## src/shared/output_clock_synthesis_pkg.sv

```systemverilog
/*
 * Constants, tables and carrier types for the output clock synthesis block.
 * Assumes a 32-bit phase accumulator scaled to the 204.8 MHz master rate.
 */
package output_clock_synthesis_pkg;

    // ****************************************************************
    // Timing and scaling
    // ****************************************************************
    localparam int ACC_W = 32;
    localparam longint MASTER_HZ = 204800000;
    localparam longint CLK_HZ = 25000000;
    localparam longint CLK_PERIOD_NS = 1000000000 / CLK_HZ;
    localparam longint FRAME_HZ = 8000;
    localparam longint APLL2_HZ = 312500000;
    localparam int FB_DIV_SHIFT = 2;
    localparam int PHASE_CODE_W = 3;

    // Increment for a given rate at the master clock
    function automatic logic [31:0] rateInc(input longint hz);
        rateInc = 32'((hz * 64'h100000000) / MASTER_HZ);
    endfunction : rateInc

    localparam logic [31:0] MAIN_NOM_INC = rateInc(77760000);
    localparam logic [31:0] AUX_NOM_INC = rateInc(2048000);
    localparam logic [31:0] FRAME_INC = rateInc(FRAME_HZ);

    // ****************************************************************
    // Register byte offsets
    // ****************************************************************
    localparam logic [7:0] ADDR_BANDWIDTH = 8'h00;
    localparam logic [7:0] ADDR_OUT_SEL = 8'h04;
    localparam logic [7:0] ADDR_MASTER_CONFIG_SIX = 8'h08;
    localparam logic [7:0] ADDR_MASTER_CONFIG_SEVEN = 8'h0C;
    localparam logic [7:0] ADDR_MASTER_CONFIG_EIGHT = 8'h10;
    localparam logic [7:0] ADDR_FRAME_SYNC_CONFIG_TWO = 8'h14;
    localparam logic [7:0] ADDR_SYNC_WIDTH = 8'h18;
    localparam logic [7:0] ADDR_APLL_SEL = 8'h1C;
    localparam logic [7:0] ADDR_AUX_APLL_INC = 8'h20;
    localparam logic [7:0] ADDR_STATUS = 8'h24;

    // ****************************************************************
    // Fields and reset values
    // ****************************************************************
    localparam logic [2:0] BW_MAIN_MAX = 3'h6;
    localparam logic [2:0] BW_MAIN_RESET = 3'h0;
    localparam logic [1:0] BW_AUX_RESET = 2'h0;
    localparam logic [1:0] FMT_OFF = 2'h0;
    localparam logic [1:0] FMT_LVDS = 2'h1;
    localparam logic [1:0] FMT_LVPECL = 2'h2;
    localparam logic [2:0] SRC_MAIN = 3'h0;
    localparam logic [2:0] SRC_DIG_A = 3'h1;
    localparam logic [2:0] SRC_DIG_B = 3'h2;
    localparam logic [2:0] SRC_8K = 3'h3;
    localparam logic [2:0] SRC_2K = 3'h4;
    localparam logic [2:0] SRC_APLL_MAIN = 3'h5;
    localparam logic [2:0] SRC_APLL2 = 3'h6;
    localparam logic [2:0] SRC_APLL_AUX = 3'h7;
    localparam logic [7:0] WIDTH_RESET = 8'h01;
    localparam logic [1:0] MULTIFRAME_LAST = 2'h3;

    // ****************************************************************
    // Rate tables, digital ones indexed {standard, freq}, APLL main one by APLL select
    // ****************************************************************
    localparam logic [31:0] DIG_A_INC [8] = '{
        rateInc(2048000), rateInc(4096000), rateInc(8192000), rateInc(16384000),
        rateInc(1544000), rateInc(3088000), rateInc(6176000), rateInc(12352000)};
    localparam logic [31:0] DIG_B_ALT_INC [8] = '{
        rateInc(6312000), 32'h0, rateInc(10000000), 32'h0,
        rateInc(19440000), rateInc(38880000), 32'h0, 32'h0};
    localparam logic [31:0] APLL_MAIN_INC [8] = '{
        rateInc(77760000), rateInc(77760000), rateInc(24576000), rateInc(32768000),
        rateInc(37056000), 32'h0, 32'h0, 32'h0};

    // ****************************************************************
    // Carriers
    // ****************************************************************
    typedef struct packed {
        logic [2:0] seSel;
        logic [2:0] diffSel;
        logic [1:0] diffFmt;
    } out_cfg_t;

    typedef struct packed {
        logic sync_independent_mode;
        logic fsPol;
        logic mfsPol;
        logic [7:0] fsWidth;
        logic [7:0] mfsWidth;
    } sync_cfg_t;

    typedef struct packed {
        logic digAStd;
        logic [1:0] digAFreq;
        logic digBAlt;
        logic digBStd;
        logic [1:0] digBFreq;
    } dig_cfg_t;

endpackage : output_clock_synthesis_pkg

```

## src/rtl/output_clock_synthesis.sv

```systemverilog
/*
 * Output clock synthesis: phase-accumulator synthesizers for the main and
 * auxiliary paths, sync, low-rate, digital-rate and analog-PLL references.
 * Assumes frequency adjust words from the loops arrive on clk_sys, and that
 * clk_sys stands in for the master clock in all increment scaling.
 */
// Implementation choices: the register addresses and the address-and-strobe port.
module output_clock_synthesis
    import output_clock_synthesis_pkg::*;
#(
    parameter int NUM_SYN = 11
) (
    input wire logic clk_sys,
    input wire logic rst_n,
    input wire logic [7:0] regAddr,
    input wire logic [31:0] regWrData,
    input wire logic regWrEn,
    input wire logic regRdEn,
    output logic [31:0] regRdData,
    input wire logic [15:0] mainFreqAdj,
    input wire logic [15:0] auxFreqAdj,
    input wire logic [31:0] mainPhaseOffset,
    output logic [2:0] mainBandwidthSel,
    output logic [1:0] auxBandwidthSel,
    output logic mainOutClk,
    output logic mainFeedbackClk,
    output logic auxOutClk,
    output logic auxFeedbackClk,
    output logic [2:0] apllRefClk,
    output logic single_ended_clock_out,
    output logic [2:0] seEdgePhase,
    output logic diffClockOutP,
    output logic diffClockOutN,
    output logic [1:0] diffFormat,
    output logic frame_sync_out,
    output logic multiframe_sync_out
);

    // ****************************************************************
    // Synthesizer indices
    // ****************************************************************
    localparam int S_MAIN = 0;
    localparam int S_AUX = 1;
    localparam int S_LOW = 2;
    localparam int S_DIGA = 3;
    localparam int S_DIGB = 4;
    localparam int S_APM = 5;
    localparam int S_AP2 = 6;
    localparam int S_APA = 7;
    localparam int S_SYNC = 8;
    localparam int S_MFB = 9;
    localparam int S_AFB = 10;
    localparam logic [31:0] APLL2_INC = rateInc(APLL2_HZ / 4);

    // ****************************************************************
    // Register file
    // ****************************************************************
    logic [2:0] bwMain_q;
    logic [1:0] bwAux_q;
    out_cfg_t outCfg_q;
    dig_cfg_t digCfg_q;
    sync_cfg_t syncCfg_q;
    logic [2:0] apllSel_q;
    logic [31:0] auxApllInc_q;
    logic [31:0] rdData_d;
    logic [1:0] frameCnt_q;

    // Address decode
    wire wrBw = regWrEn && (regAddr == ADDR_BANDWIDTH);
    wire wrOut = regWrEn && (regAddr == ADDR_OUT_SEL);
    wire wrSix = regWrEn && (regAddr == ADDR_MASTER_CONFIG_SIX);
    wire wrSeven = regWrEn && (regAddr == ADDR_MASTER_CONFIG_SEVEN);
    wire wrEight = regWrEn && (regAddr == ADDR_MASTER_CONFIG_EIGHT);
    wire wrFsc = regWrEn && (regAddr == ADDR_FRAME_SYNC_CONFIG_TWO);
    wire wrWidth = regWrEn && (regAddr == ADDR_SYNC_WIDTH);
    wire wrApll = regWrEn && (regAddr == ADDR_APLL_SEL);
    wire wrAuxInc = regWrEn && (regAddr == ADDR_AUX_APLL_INC);
    // Main bandwidth clamps to the seventh setting
    wire [2:0] bwMainWr = (regWrData[2:0] > BW_MAIN_MAX) ? BW_MAIN_MAX : regWrData[2:0];

    // Register writes
    always_ff @(posedge clk_sys or negedge rst_n) begin
        if (!rst_n) begin
            bwMain_q <= BW_MAIN_RESET;
            bwAux_q <= BW_AUX_RESET;
            outCfg_q <= '{seSel: SRC_MAIN, diffSel: SRC_MAIN, diffFmt: FMT_OFF};
            digCfg_q <= '0;
            syncCfg_q <= '{sync_independent_mode: 1'b0, fsPol: 1'b0, mfsPol: 1'b0,
                           fsWidth: WIDTH_RESET, mfsWidth: WIDTH_RESET};
            apllSel_q <= 3'h0;
            auxApllInc_q <= 32'h0;
        end else begin
            if (wrBw) begin
                bwMain_q <= bwMainWr;
                bwAux_q <= regWrData[5:4];
            end
            if (wrOut) begin
                outCfg_q.seSel <= regWrData[2:0];
                outCfg_q.diffSel <= regWrData[6:4];
            end
            if (wrEight) begin
                outCfg_q.diffFmt <= regWrData[1:0];
            end
            if (wrSix) begin
                digCfg_q.digAStd <= regWrData[0];
                digCfg_q.digBStd <= regWrData[1];
                digCfg_q.digBAlt <= regWrData[2];
            end
            if (wrSeven) begin
                digCfg_q.digAFreq <= regWrData[1:0];
                digCfg_q.digBFreq <= regWrData[3:2];
            end
            if (wrFsc) begin
                syncCfg_q.sync_independent_mode <= regWrData[0];
                syncCfg_q.fsPol <= regWrData[1];
                syncCfg_q.mfsPol <= regWrData[2];
            end
            if (wrWidth) begin
                syncCfg_q.fsWidth <= regWrData[7:0];
                syncCfg_q.mfsWidth <= regWrData[15:8];
            end
            if (wrApll) begin
                apllSel_q <= regWrData[2:0];
            end
            if (wrAuxInc) begin
                auxApllInc_q <= regWrData;
            end
        end
    end

    // ****************************************************************
    // Increments
    // ****************************************************************
    logic [31:0] inc [NUM_SYN];
    logic [31:0] acc_q [NUM_SYN];
    logic [31:0] acc_d [NUM_SYN];
    wire [31:0] mainAdjExt = {{16{mainFreqAdj[15]}}, mainFreqAdj};
    wire [31:0] auxAdjExt = {{16{auxFreqAdj[15]}}, auxFreqAdj};
    wire [31:0] mainFwdInc = MAIN_NOM_INC + mainAdjExt;
    wire [31:0] auxFwdInc = AUX_NOM_INC + auxAdjExt;
    wire [2:0] digAIdx = {digCfg_q.digAStd, digCfg_q.digAFreq};
    wire [2:0] digBIdx = {digCfg_q.digBStd, digCfg_q.digBFreq};
    wire [31:0] digBNom = digCfg_q.digBAlt ? DIG_B_ALT_INC[digBIdx] : DIG_A_INC[digBIdx];

    // Output synthesizers other than the auxiliary one carry the main path frequency correction
    assign inc[S_MAIN] = mainFwdInc;
    assign inc[S_AUX] = auxFwdInc;
    assign inc[S_LOW] = FRAME_INC + mainAdjExt;
    assign inc[S_DIGA] = (DIG_A_INC[digAIdx] == 32'h0) ? 32'h0
                                                       : DIG_A_INC[digAIdx] + mainAdjExt;
    assign inc[S_DIGB] = (digBNom == 32'h0) ? 32'h0 : digBNom + mainAdjExt;
    assign inc[S_APM] = (APLL_MAIN_INC[apllSel_q] == 32'h0) ? 32'h0
                                                            : APLL_MAIN_INC[apllSel_q] + mainAdjExt;
    assign inc[S_AP2] = APLL2_INC + mainAdjExt;
    assign inc[S_APA] = (auxApllInc_q == 32'h0) ? 32'h0 : auxApllInc_q + mainAdjExt;
    assign inc[S_SYNC] = FRAME_INC + mainAdjExt;
    // Feedback synthesizers follow their own forward increment
    assign inc[S_MFB] = mainFwdInc >> FB_DIV_SHIFT;
    assign inc[S_AFB] = auxFwdInc >> FB_DIV_SHIFT;

    // ****************************************************************
    // Phase accumulators
    // ****************************************************************
    genvar g;
    generate
        for (g = 0; g < NUM_SYN; g++) begin : gSyn
            // Sync accumulator tracks the low-rate one unless independent
            if (g == S_SYNC) begin : gSync
                assign acc_d[g] = syncCfg_q.sync_independent_mode ? acc_q[g] + inc[g] : acc_d[S_LOW];
            end else begin : gFree
                assign acc_d[g] = acc_q[g] + inc[g];
            end
            always_ff @(posedge clk_sys or negedge rst_n) begin
                if (!rst_n) begin
                    acc_q[g] <= 32'h0;
                end else begin
                    acc_q[g] <= acc_d[g];
                end
            end
        end
    endgenerate

    // ****************************************************************
    // Derived clocks
    // ****************************************************************
    logic [1:0] lowDiv_q;
    logic lowMsb_q;
    logic syncMsb_q;
    wire [31:0] mainFbPhase = acc_q[S_MFB] + mainPhaseOffset;
    wire lowRise = acc_q[S_LOW][ACC_W-1] && !lowMsb_q;
    wire frameEdge = acc_q[S_SYNC][ACC_W-1] && !syncMsb_q;
    wire clk2k = lowDiv_q[1];

    // Source selection for the general outputs
    function automatic logic pickSrc(input logic [2:0] sel, input logic [7:0] srcs);
        pickSrc = srcs[sel];
    endfunction : pickSrc

    wire [7:0] srcBus = {acc_q[S_APA][ACC_W-1], acc_q[S_AP2][ACC_W-1],
                         acc_q[S_APM][ACC_W-1], clk2k, acc_q[S_LOW][ACC_W-1],
                         acc_q[S_DIGB][ACC_W-1], acc_q[S_DIGA][ACC_W-1],
                         acc_q[S_MAIN][ACC_W-1]};
    wire seNext = pickSrc(outCfg_q.seSel, srcBus);
    wire diffNext = pickSrc(outCfg_q.diffSel, srcBus);
    wire diffOn = (outCfg_q.diffFmt == FMT_LVDS) || (outCfg_q.diffFmt == FMT_LVPECL);
    // Main accumulator residue below the top bit is latched on each single-ended edge, whichever source is selected
    wire seEdge = seNext != single_ended_clock_out;
    wire [2:0] edgeCode = acc_q[S_MAIN][ACC_W-2 -: PHASE_CODE_W];

    // Low-rate divider and edge history
    always_ff @(posedge clk_sys or negedge rst_n) begin
        if (!rst_n) begin
            lowDiv_q <= 2'h0;
            lowMsb_q <= 1'b0;
            syncMsb_q <= 1'b0;
        end else begin
            lowMsb_q <= acc_q[S_LOW][ACC_W-1];
            syncMsb_q <= acc_q[S_SYNC][ACC_W-1];
            if (lowRise) begin
                lowDiv_q <= lowDiv_q + 2'h1;
            end
        end
    end

    // ****************************************************************
    // Frame and multiframe pulses
    // ****************************************************************
    logic [7:0] fsCnt_q;
    logic [7:0] mfsCnt_q;
    wire [7:0] fsLoad = (syncCfg_q.fsWidth == 8'h00) ? 8'h01 : syncCfg_q.fsWidth;
    wire [7:0] mfsLoad = (syncCfg_q.mfsWidth == 8'h00) ? 8'h01 : syncCfg_q.mfsWidth;
    wire mfEdge = frameEdge && (frameCnt_q == MULTIFRAME_LAST);

    // Frame width counter loads on each frame edge, multiframe one on every fourth frame edge
    always_ff @(posedge clk_sys or negedge rst_n) begin
        if (!rst_n) begin
            fsCnt_q <= 8'h00;
            mfsCnt_q <= 8'h00;
            frameCnt_q <= 2'h0;
        end else begin
            if (frameEdge) begin
                frameCnt_q <= frameCnt_q + 2'h1;
            end
            if (frameEdge) begin
                fsCnt_q <= fsLoad;
            end else if (fsCnt_q != 8'h00) begin
                fsCnt_q <= fsCnt_q - 8'h01;
            end
            if (mfEdge) begin
                mfsCnt_q <= mfsLoad;
            end else if (mfsCnt_q != 8'h00) begin
                mfsCnt_q <= mfsCnt_q - 8'h01;
            end
        end
    end

    // ****************************************************************
    // Output registers
    // ****************************************************************
    always_ff @(posedge clk_sys or negedge rst_n) begin
        if (!rst_n) begin
            mainOutClk <= 1'b0;
            mainFeedbackClk <= 1'b0;
            auxOutClk <= 1'b0;
            auxFeedbackClk <= 1'b0;
            apllRefClk <= 3'h0;
            single_ended_clock_out <= 1'b0;
            seEdgePhase <= 3'h0;
            diffClockOutP <= 1'b0;
            diffClockOutN <= 1'b1;
            diffFormat <= FMT_OFF;
            frame_sync_out <= 1'b0;
            multiframe_sync_out <= 1'b0;
            mainBandwidthSel <= BW_MAIN_RESET;
            auxBandwidthSel <= BW_AUX_RESET;
        end else begin
            mainOutClk <= acc_q[S_MAIN][ACC_W-1];
            mainFeedbackClk <= mainFbPhase[ACC_W-1];
            auxOutClk <= acc_q[S_AUX][ACC_W-1];
            auxFeedbackClk <= acc_q[S_AFB][ACC_W-1];
            apllRefClk <= {acc_q[S_APA][ACC_W-1], acc_q[S_AP2][ACC_W-1],
                           acc_q[S_APM][ACC_W-1]};
            single_ended_clock_out <= seNext;
            if (seEdge) begin
                seEdgePhase <= edgeCode;
            end
            diffClockOutP <= diffOn && diffNext;
            diffClockOutN <= !(diffOn && diffNext);
            diffFormat <= diffOn ? outCfg_q.diffFmt : FMT_OFF;
            frame_sync_out <= (fsCnt_q != 8'h00) ^ syncCfg_q.fsPol;
            multiframe_sync_out <= (mfsCnt_q != 8'h00) ^ syncCfg_q.mfsPol;
            mainBandwidthSel <= bwMain_q;
            auxBandwidthSel <= bwAux_q;
        end
    end

    // ****************************************************************
    // Read path
    // ****************************************************************
    always_comb begin
        rdData_d = 32'h0;
        case (regAddr)
            ADDR_BANDWIDTH: rdData_d = {26'h0, bwAux_q, 1'b0, bwMain_q};
            ADDR_OUT_SEL: rdData_d = {25'h0, outCfg_q.diffSel, 1'b0, outCfg_q.seSel};
            ADDR_MASTER_CONFIG_SIX: rdData_d = {29'h0, digCfg_q.digBAlt,
                                                digCfg_q.digBStd, digCfg_q.digAStd};
            ADDR_MASTER_CONFIG_SEVEN: rdData_d = {28'h0, digCfg_q.digBFreq, digCfg_q.digAFreq};
            ADDR_MASTER_CONFIG_EIGHT: rdData_d = {30'h0, outCfg_q.diffFmt};
            ADDR_FRAME_SYNC_CONFIG_TWO: rdData_d = {29'h0, syncCfg_q.mfsPol,
                                                    syncCfg_q.fsPol, syncCfg_q.sync_independent_mode};
            ADDR_SYNC_WIDTH: rdData_d = {16'h0, syncCfg_q.mfsWidth, syncCfg_q.fsWidth};
            ADDR_APLL_SEL: rdData_d = {29'h0, apllSel_q};
            ADDR_AUX_APLL_INC: rdData_d = auxApllInc_q;
            ADDR_STATUS: rdData_d = {26'h0, frameCnt_q, multiframe_sync_out,
                                     frame_sync_out, diffOn, single_ended_clock_out};
            default: rdData_d = 32'h0;
        endcase
    end

    // Read data one cycle after the strobe, zero otherwise
    always_ff @(posedge clk_sys or negedge rst_n) begin
        if (!rst_n) begin
            regRdData <= 32'h0;
        end else begin
            regRdData <= regRdEn ? rdData_d : 32'h0;
        end
    end

endmodule : output_clock_synthesis

```

## config.mk

```make
export PLATFORM = sky130hd
export DESIGN_NAME = output_clock_synthesis
export DESIGN_NICKNAME = d
export VERILOG_FILES = /design/src/shared/output_clock_synthesis_pkg.sv /design/src/rtl/output_clock_synthesis.sv
export SDC_FILE = /design/constraint.sdc
export NUM_CORES = 1
export LEC_CHECK = 0
export BUFFER_PORTS_ARGS = -buffer_cell sky130_fd_sc_hd__buf_4
export CAP_MARGIN = 5
export CORE_UTILIZATION = 57
export CTS_BUF_LIST = sky130_fd_sc_hd__clkbuf_16
export DETAILED_ROUTE_END_ITERATION = 8
export PLACE_DENSITY = 0.78
export SLEW_MARGIN = 15
export SYNTH_ARGS = -nofsm -noshare
export SYNTH_HDL_FRONTEND = slang
export SYNTH_SLANG_ARGS = --single-unit
```

## constraint.sdc

```tcl
create_clock -name clk_sys -period 5.2 [get_ports clk_sys]
set_clock_uncertainty 0.15 [all_clocks]
set_input_delay 0.52 -clock clk_sys [delete_from_list [all_inputs] [get_ports clk_sys]]
set_output_delay 0.52 -clock clk_sys [all_outputs]
set_load 0.005 [all_outputs]
```

### Yosys cells after proc, flatten, opt, wreduce, memory -nomap -nowiden

Memories as Yosys holds them, arrays and structs flattened.
Index checks and enable logic that the tools add are counted.

| cells by class | value |
|---|---|
| equality and inequality tests | 13 |
| magnitude comparators | 6 |
| reductions and logical operators | 28 |
| multiplexer cells | 28 |
| bitwise operators | 5 |
| $add $sub $neg | 24 |

Operators with widths:

| operator | number |
|---|---|
| $mux 32 | 15 |
| $add 32x32->32 | 14 |
| $pmux 32 s10 | 1 |
| $logic_not 32->1 | 4 |
| $add 31x32->32 const A | 2 |
| $add 32x30->32 | 2 |
| $mux 8 | 6 |
| $eq 8x5->1 const B | 4 |
| $add 27x16->28 const A | 1 |
| $logic_not 8->1 | 3 |
| $add 19x16->20 const A | 1 |
| $eq 8x4->1 const B | 2 |
| $eq 8x6->1 const B | 2 |
| $reduce_bool 8->1 | 2 |
| $sub 8x1->8 const B | 2 |
| $logic_and 1x1->1 | 13 |
| $ge 4x4->1 const B | 3 |
| $not 3->4 | 3 |
| $eq 8x3->1 const B | 1 |
| $lt 3x4->1 const B | 2 |
| $bmux 1 s3 | 2 |
| $add 2x1->2 const B | 2 |
| $eq 2x2->1 const B | 2 |
| $reduce_bool 2->1 | 2 |
| other kinds (9) | 13 |

| storage, ports and cells | value |
|---|---|
| output and inout bits | 54 |
| input bits | 108 |
| logic and storage cells | 157 |
| flip-flop bits (word level) | 502 |
| bits in read-only memories | 1,024 |
| memories | 4 |

Memories:

| name | depth | width | rd ports | clocked after memory_dff | wr ports | line | source |
|---|---|---|---|---|---|---|---|
| (no name shown) | 8 | 32 | 1 | 0 | 0 | output_clock_synthesis.sv:153 | `: APLL_MAIN_INC[apllSel_q] + mainAdjExt;` |
| (no name shown) | 8 | 32 | 1 | 0 | 0 | output_clock_synthesis.sv:150 | `: DIG_A_INC[digAIdx] + mainAdjExt;` |
| (no name shown) | 8 | 32 | 1 | 0 | 0 | output_clock_synthesis.sv:143 | `wire [31:0] digBNom = digCfg_q.digBAlt ? DIG_B_ALT_INC[digBIdx] : DIG_A_INC[digBIdx];` |
| (no name shown) | 8 | 32 | 1 | 0 | 0 | output_clock_synthesis.sv:143 |  |

### Longest topological paths before layout

Gate-level depths: netlist (run 1).

| depth | value |
|---|---|
| word-level depth | 8 |
| mapped depth | 29 |
| mapped depth without buffers | 27 |

### Worst setup path after synthesis (run 1)

OpenSTA, ideal clock, no wires.

| path | value |
|---|---|
| path type | reg-to-reg |
| start | reg apllSel_q[2] |
| end | reg acc_q[191] in the netlist's numbering |
| library setup time | 0.125 ns |
| buffers on the path | 3 |
| cell stages (with the launch flop) | 30 |
| slack | -0.476 ns |
| data arrival time | 5.401 ns |
| clock period less this slack | 5.676 ns |
| path through | dfrtp_1 > buf_2 > inv_1 > nor2_1 > clkbuf_1 > buf_1 > nor2_1 > ha_1 > nand3_1 > o21ai_0 > a21oi_1 > a31oi_4 > a221o_1 > and2_1 > o21ai_0 > nand2b_1 > xor2_1 > nor2_1 > ha_1 > a21o_1 > a21o_1 > a21o_1 > a21oi_1 > nor2_1 > a21oi_1 > o311ai_1 > a21o_1 > a21oi_1 > o22ai_1 > xnor2_1 |

RTL lines:

| item | line | source |
|---|---|---|
| start: declaration | output_clock_synthesis.sv:63 | `logic [2:0] apllSel_q;` |
| start signal: assignment | output_clock_synthesis.sv:123 | `apllSel_q <= regWrData[2:0];` |
| end signal: indexed assignment | output_clock_synthesis.sv:177 | `acc_q[g] <= acc_d[g];` |
| end: declaration | output_clock_synthesis.sv:135 | `logic [31:0] acc_q [NUM_SYN];` |

==> results.py, run 1 <==
metrics = {
    "cts": {
        "cts_buffers": 57,
        "cts_tree": "done",
        "h-tree-depth": 2,
        "cts_root_buffer": "clkbuf_16",
        "worst_skew_pair.late_latency_ns": 0.64,
        "clk_pin_slew_ns": 0.06,
        "cts.sinks": 502,
        "clock_path_buffers": 3,
    },
    "floorplanning": {
        "die_h_um": 258,
        "core_area_mm2": 0.0647,
        "dieWidth_um": 258,
        "die_area_mm2": 0.0666,
        "ios": 162,
        "rows": 93,
        "start_util": 0.578,
    },
    "route": {
        "drc": 0,
        "post_drt_via_cell_ratio": 5.91,
        "initialDrtViolationCount": 2290,
        "wire_per_inst_um": 18.0,
        "num_vias": 32100,
        "first_pass_iters": 6,
        "finalWirelength_um": 97900,
        "postRouteAntennaNets": 0,
    },
    "synth": {
        "syn_area_per_cell_um2": 9.41,
        "synth_top_family_by_area": "compound AO/OA/AOI/OAI gates",
        "synth_xor_area_frac": 0.104,
        "async_flop_share": 1.00,
        "synth_ff_type": "dfrtp_1",
        "synth_compound_area_frac": 0.202,
        "ys_ff_latch": 502,
        "ys_seq_area_frac": 0.336,
        "yosys_warnings": 0,
        "yosys.area_share.simple": 0.138,
        "synth_fa_ha_area_frac": 0.159,
        "ys_types": 103,
        "synth_edf_count": 0,
        "synthesis.area_mm2": 0.0374,
        "syn_inst": 3974,
        "synth_mux_area_frac": 0.0344,
    },
    "run_status": {
        "violations": "negative setup slack",
        "status": "complete, but fails checks",
    },
    "worst_setup_path": {
        "critPathMaxStageDelay_ns": 0.43,
        "cp-start-kind": "flip-flop",
        "crit_slowest_cell": "dfrtp_2",
        "path_class": "flip-flop to flip-flop",
        "endpoint_kind": "flip-flop",
        "timing.rr.end": "acc_q[252]",
        "rr_worst_depth": 26,
        "path_buf_inv": 5,
        "worst_ep_required_time_ns": 5.60,
        "cp_top_family": "compound AO/OA/AOI/OAI gates",
        "reg2reg_slack_ns": -0.12,
        "crit_fanout": 7,
        "timing.critical_path.from": "digAIdx[1]",
        "timing.rr.start": "digAIdx[1]",
        "arrival_ns": 5.72,
    },
    "sta": {
        "hold_viol_final": 0,
        "report.final.slew_viol_count": 0,
        "worst-slew-pin-transition_ns": 0.796,
        "rsz0062_at_grt": "true",
        "fin_crit_ns": 5.32,
        "worst_slack_ns": -0.123,
        "setup_viol": 4,
        "clock.fmax_ghz": 0.188,
        "fin_tns_setup_ns": -0.390,
        "slew_headroom": 0.468,
        "fin_crit_sh": 1.02,
    },
    "global_routing": {
        "antenna_found_initial": 9,
        "grt_max_degree": 132,
        "first_global_vias": 32100,
        "grt_use_total": 0.287,
        "grt_first_pass_wirelength_um": 158000,
        "grt_overflow_total": 0,
    },
    "placed_design": {
        "portBuffers": 161,
        "gp_congestion": 0.960,
        "place_hpwl_um": 71100,
        "dp.cells": 5236,
        "place_area_mm2": 0.0419,
    },
    "run": {
        "cap_violations": 0,
    },
    "cells_and_area": {
        "syn2layout_area_growth_pct": 21.3,
        "postLayoutCellArea_mm2": 0.0454,
        "fill_cells": 4789,
        "drive_above_1_share": 0.205,
        "instances_no_fill": 5427,
        "nets": 5094,
    },
    "power_and_ir_drop": {
        "p_leak_nw": 22.0,
        "ir_drop_uv": 322,
        "p_total_mw": 25.2,
        "power.density_mw_per_mm2": 555,
    },
    "worst_hold_path": {
        "worstHoldStart": "regWrData[0]",
        "min_path_type": "primary input to flip-flop",
        "whs_endpoint": "bwMain_q[0]",
        "hold_depth": 3,
    },
}
-- cell families after synthesis --
kind of cell,Yosys count
xor gates and xnor gates,444
DFF,502
adders and majority gates,466
other,2
buffers and inverters,257
and+or+nand+nor,1073
AOI/OAI and AO/OA,1119
muxes,111
-- state kept, by name, summed over array words and instances, names as in the netlist, 3 cells and up --
signal            count
syncCfg_q            19
regRdData            32
digBIdx               3
fsCnt_q               8
apllRefClk            3
apllSel_q             3
digAIdx               3
auxApllInc_q         32
bwMain_q              3
acc_q               352
seEdgePhase           3
outCfg_q              8
mainBandwidthSel      3
mfsCnt_q              8
-- worst max-delay path by stage --
| stage | cells after the start | slack [ns] | end |
|---|---|---|---|
| floorplan | 29 | -0.02 | acc_q[191] |
| global placement | 26 | -0.41 | acc_q[127] |
| detailed placement | 25 | -0.49 | acc_q[126] |
| CTS | 28 | 0.004 | acc_q[191] |
| global route | 26 | -0.41 | acc_q[252] |
| finish | 26 | -0.12 | acc_q[252] |
-- metal layers --
| metal | up-vias | wire length (um) | global-route usage |
|---|---|---|---|
| li1 | 15500 | - | - |
| met1 | 15500 | 41200 | 0.360 |
| met2 | 825 | 47700 | 0.496 |
| met3 | 263 | 4840 | 0.0408 |
| met4 | 4 | 4140 | 0.120 |
| met5 | - | 34 | 0 |
-- cell type report --
class,count,area (um2),share of cell area
clock buffers,58,1450,0.0320
inverters,180,676,0.0149
well taps,855,1070,0.0236
flip-flops and latches,502,12600,0.277
repair buffers,562,4450,0.0981
diodes,3,7.51,0.000165
multi-input cells,3219,24700,0.544
clock inverters,48,477,0.0105
-- synth_stat cells (48+ instances only) --
library cell / count / area share
a21o_1: 197 / 0.040
a21oi_1: 304 / 0.041
and2_1: 48 / 0.0080
clkbuf_1: 64 / 0.0064
dfrtp_1: 499 / 0.33
ha_1: 449 / 0.15
inv_1: 180 / 0.018
mux2_2: 99 / 0.030
nand2_1: 243 / 0.024
nand2b_1: 70 / 0.012
nand3_1: 74 / 0.0099
nor2_1: 343 / 0.034
nor2b_1: 54 / 0.0090
nor3_1: 67 / 0.0090
o21ai_0: 186 / 0.025
xnor2_1: 297 / 0.070
xor2_1: 147 / 0.034
-- layout by cell type, fill, tap and decap left out, types with 32 or more instances in the layout --
cell,count
a21oi_1,263
o21ai_1,32
o21ai_0,165
nor2_1,330
inv_1,191
mux2_2,99
a21oi_2,42
nand2b_1,69
a211oi_1,33
buf_4,504
o21bai_1,44
nand4_1,39
nor2b_1,47
clkbuf_16,58
and3_1,37
nand2_1,238
nand3_1,72
dfrtp_1,496
a31oi_1,34
xor2_1,147
ha_1,434
xnor2_1,295
nor3_1,65
and2_1,45
a21o_1,197
dlygate4sd3_1,32
o21a_1,43
-- metrics by stage --
step | hold slack (ns) | setup slack [ns] | utilization
2_1_floorplan | 0.0744 | -0.0194 | -
3_3_place_gp | 0.228 | -0.408 | 0.648
3_5_place_dp | 0.246 | -0.487 | 0.648
4_1_cts | 0.0309 | 0.00431 | 0.687
5_1_grt | 0.0662 | -0.405 | 0.701
6_report | 0.0473 | -0.123 | 0.701
-- worst register-to-register path, cell delays in order, from the launching register on --
cell and delay [ns]:
dfrtp_2 0.43, buf_6 0.14, a21o_1 0.19, fa_2 0.37, a21o_1 0.18, a21oi_2 0.17
o21bai_1 0.10, a21o_1 0.20, a311o_1 0.35, a41oi_2 0.28, o31a_1 0.19, nand2b_1 0.08
a21oi_2 0.13, xnor2_1 0.09, ha_1 0.33, buf_6 0.13, buf_6 0.11, buf_6 0.11
a21o_1 0.18, a21oi_2 0.13, nand2_2 0.10, o41ai_4 0.39, buf_4 0.20, o21ai_4 0.05
o21a_1 0.20, nor2_2 0.11, xnor2_1 0.13
-- power by group --
group          total, mW  switching, mW  internal, mW
Clock               4.21           1.74          2.47
Sequential          6.43          0.894          5.53
Combinational       14.5           7.58          6.97
-- what timing repair did --
action                                  4_1_cts  5_1_grt
buffers inserted                             21       33
resized for setup                            46      143
hold buffers                                 32        0
endpoints found under the setup margin       20       35
hold endpoints to repair                    109        0
pin swaps                                    38      121
Power figures use the tool's default switching activity.
==> run 2: changes to the inputs <==
Settings changed: SKIP_CTS_REPAIR_TIMING set to 1.
==> results.py, run 2 (synthesis gave the netlist of run 1 again) <==
metrics = {
    "route": {
        "postRouteAntennaNets": 0,
        "num_vias": 32100,
        "first_pass_iters": 6,
        "drc": 0,
        "wire_per_inst_um": 18.2,
        "initialDrtViolationCount": 2374,
        "finalWirelength_um": 98400,
        "post_drt_via_cell_ratio": 5.94,
    },
    "run_status": {
        "status": "complete, but fails checks",
        "violations": "negative setup slack",
    },
    "floorplanning": {
        "die_h_um": 258,
        "core_area_mm2": 0.0647,
        "die_area_mm2": 0.0666,
        "start_util": 0.578,
        "ios": 162,
        "dieWidth_um": 258,
        "rows": 93,
    },
    "power_and_ir_drop": {
        "comb_power_share": 0.576,
        "pwr-share-clk": 0.168,
        "ir_drop_uv": 322,
        "p_int_mw": 14.9,
        "power.share.sequential": 0.256,
        "p_leak_nw": 21.9,
        "p_sw_frac": 0.406,
        "p_sw_mw": 10.2,
        "power.density_mw_per_mm2": 555,
    },
    "placed_design": {
        "portBuffers": 161,
        "dp.cells": 5236,
        "place_area_mm2": 0.0419,
        "place_hpwl_um": 71100,
        "gp_congestion": 0.960,
    },
    "sta": {
        "timing.hold.ws_ns": 0.00622,
        "fin_crit_ns": 5.38,
        "slew_headroom": 0.459,
        "fin_crit_sh": 1.03,
        "setup_viol": 5,
        "worst-slew-pin-transition_ns": 0.809,
        "report.final.slew_viol_count": 0,
        "hold_viol_final": 0,
        "worst_slack_ns": -0.179,
        "fin_tns_setup_ns": -0.588,
        "clock.fmax_ghz": 0.186,
        "rsz0062_at_grt": "true",
    },
    "cts": {
        "cts_root_buffer": "clkbuf_16",
        "cts.sinks": 502,
        "clock_path_buffers": 3,
        "cts_tree": "done",
        "worst_skew_pair.late_latency_ns": 0.64,
        "cts_buffers": 57,
        "h-tree-depth": 2,
        "clk_pin_slew_ns": 0.07,
    },
    "cells_and_area": {
        "instances_no_fill": 5412,
        "nets": 5081,
        "postLayoutCellArea_mm2": 0.0453,
        "largest_register": "acc_q",
        "syn2layout_area_growth_pct": 21.1,
        "largest_reg_flops": 352,
        "drive_above_1_share": 0.205,
        "largestRegisters": "acc_q x352, auxApllInc_q x32, regRdData x32",
        "layout_commonest_cell": "buf_4",
        "final_cell_mix": "504 x buf_4, 496 x dfrtp_1, 431 x ha_1",
    },
    "worst_setup_path": {
        "endpoint_kind": "flip-flop",
        "cp-start-kind": "flip-flop",
        "crit_fanout": 4,
        "arrival_ns": 5.74,
        "path_class": "flip-flop to flip-flop",
        "worst_ep_required_time_ns": 5.56,
    },
    "global_routing": {
        "grt_use_total": 0.282,
        "antenna_found_initial": 7,
        "first_global_vias": 31500,
        "grt_overflow_total": 0,
        "grt_first_pass_wirelength_um": 155000,
        "grt_max_degree": 132,
    },
    "run": {
        "cap_violations": 0,
    },
    "worst_hold_path": {
        "min_path_type": "primary input to flip-flop",
    },
}
-- run 2: cell types whose count changed in the layout (fill, tap and decap cells not counted), sizes merged --
cell / change
diode: -2
buf: -11
dlygate4sd3: -2
-- run 2: power groups by stage --
stage / Sequential, mW / Combinational, mW / Clock, mW
final: 6.43 / 14.5 / 4.22
after global routing: 6.58 / 16.1 / 4.43
after CTS: 6.42 / 13.8 / 4.26
after detailed placement: 6.46 / 13.6 / 0
after global placement: 6.42 / 13.1 / 0
after floorplan: 6.17 / 10.3 / 0
-- run 2: final timing paths --
kind                               from           to  slack [ns]  depth (start not counted)
min                        regWrData[5]  outCfg_q[3]       0.006                          2
max                          digAIdx[0]   acc_q[251]       -0.18                         27
max reg2reg                  digAIdx[0]   acc_q[251]       -0.18                         27
max in group asynchronous         rst_n   acc_q[300]        3.40                          3
min reg2reg                  acc_q[319]    auxOutClk        0.26                          0
min in group asynchronous         rst_n   acc_q[340]        0.31                          2
-- run 2: critical path, stage by stage (launching register included) --
cell and delay (ns):
dfrtp_2 0.44, nor2_4 0.13, inv_2 0.06, ha_4 0.16, fa_2 0.36, a21o_1 0.20, a21oi_2 0.16, o21bai_1 0.09
a21o_1 0.19, a311o_1 0.35, a41oi_2 0.31, nand2b_1 0.11, a21oi_2 0.19, xnor2_2 0.14, ha_1 0.26, a21o_1 0.16
a21o_1 0.18, a21oi_2 0.12, o21ai_1 0.08, a21oi_2 0.18, o31ai_2 0.09, or4_4 0.45, a31oi_4 0.25, buf_4 0.15
buf_6 0.09, buf_6 0.08, buf_6 0.08, xnor2_2 0.05
-- run 2: per-stage QoR --
stage	setup slack [ns]	utilization	power, mW
finish	-0.179	0.700	25.1
global route	-0.396	0.700	27.1
CTS	-0.242	0.678	24.4
detailed placement	-0.487	0.648	20.1
global placement	-0.408	0.648	19.5
floorplan	-0.0194	-	16.5
-- run 2: layout make-up --
cell class | count | area (um2)
inverter | 180 | 676
tap | 855 | 1070
timing repair buffer | 549 | 4300
sequential | 502 | 12600
clock inverter | 48 | 477
clock buffer | 58 | 1450
multi-input combinational | 3219 | 24700
fill | 4815 | 19400
antenna | 1 | 2.50
-- run 2: layer usage --
metal	up-vias	GRT usage	routed length [um]
li1	15400	-	-
met1	15600	0.359	41400
met2	867	0.487	48200
met3	245	0.0353	5020
met4	4	0.108	3750
met5	-	0	29
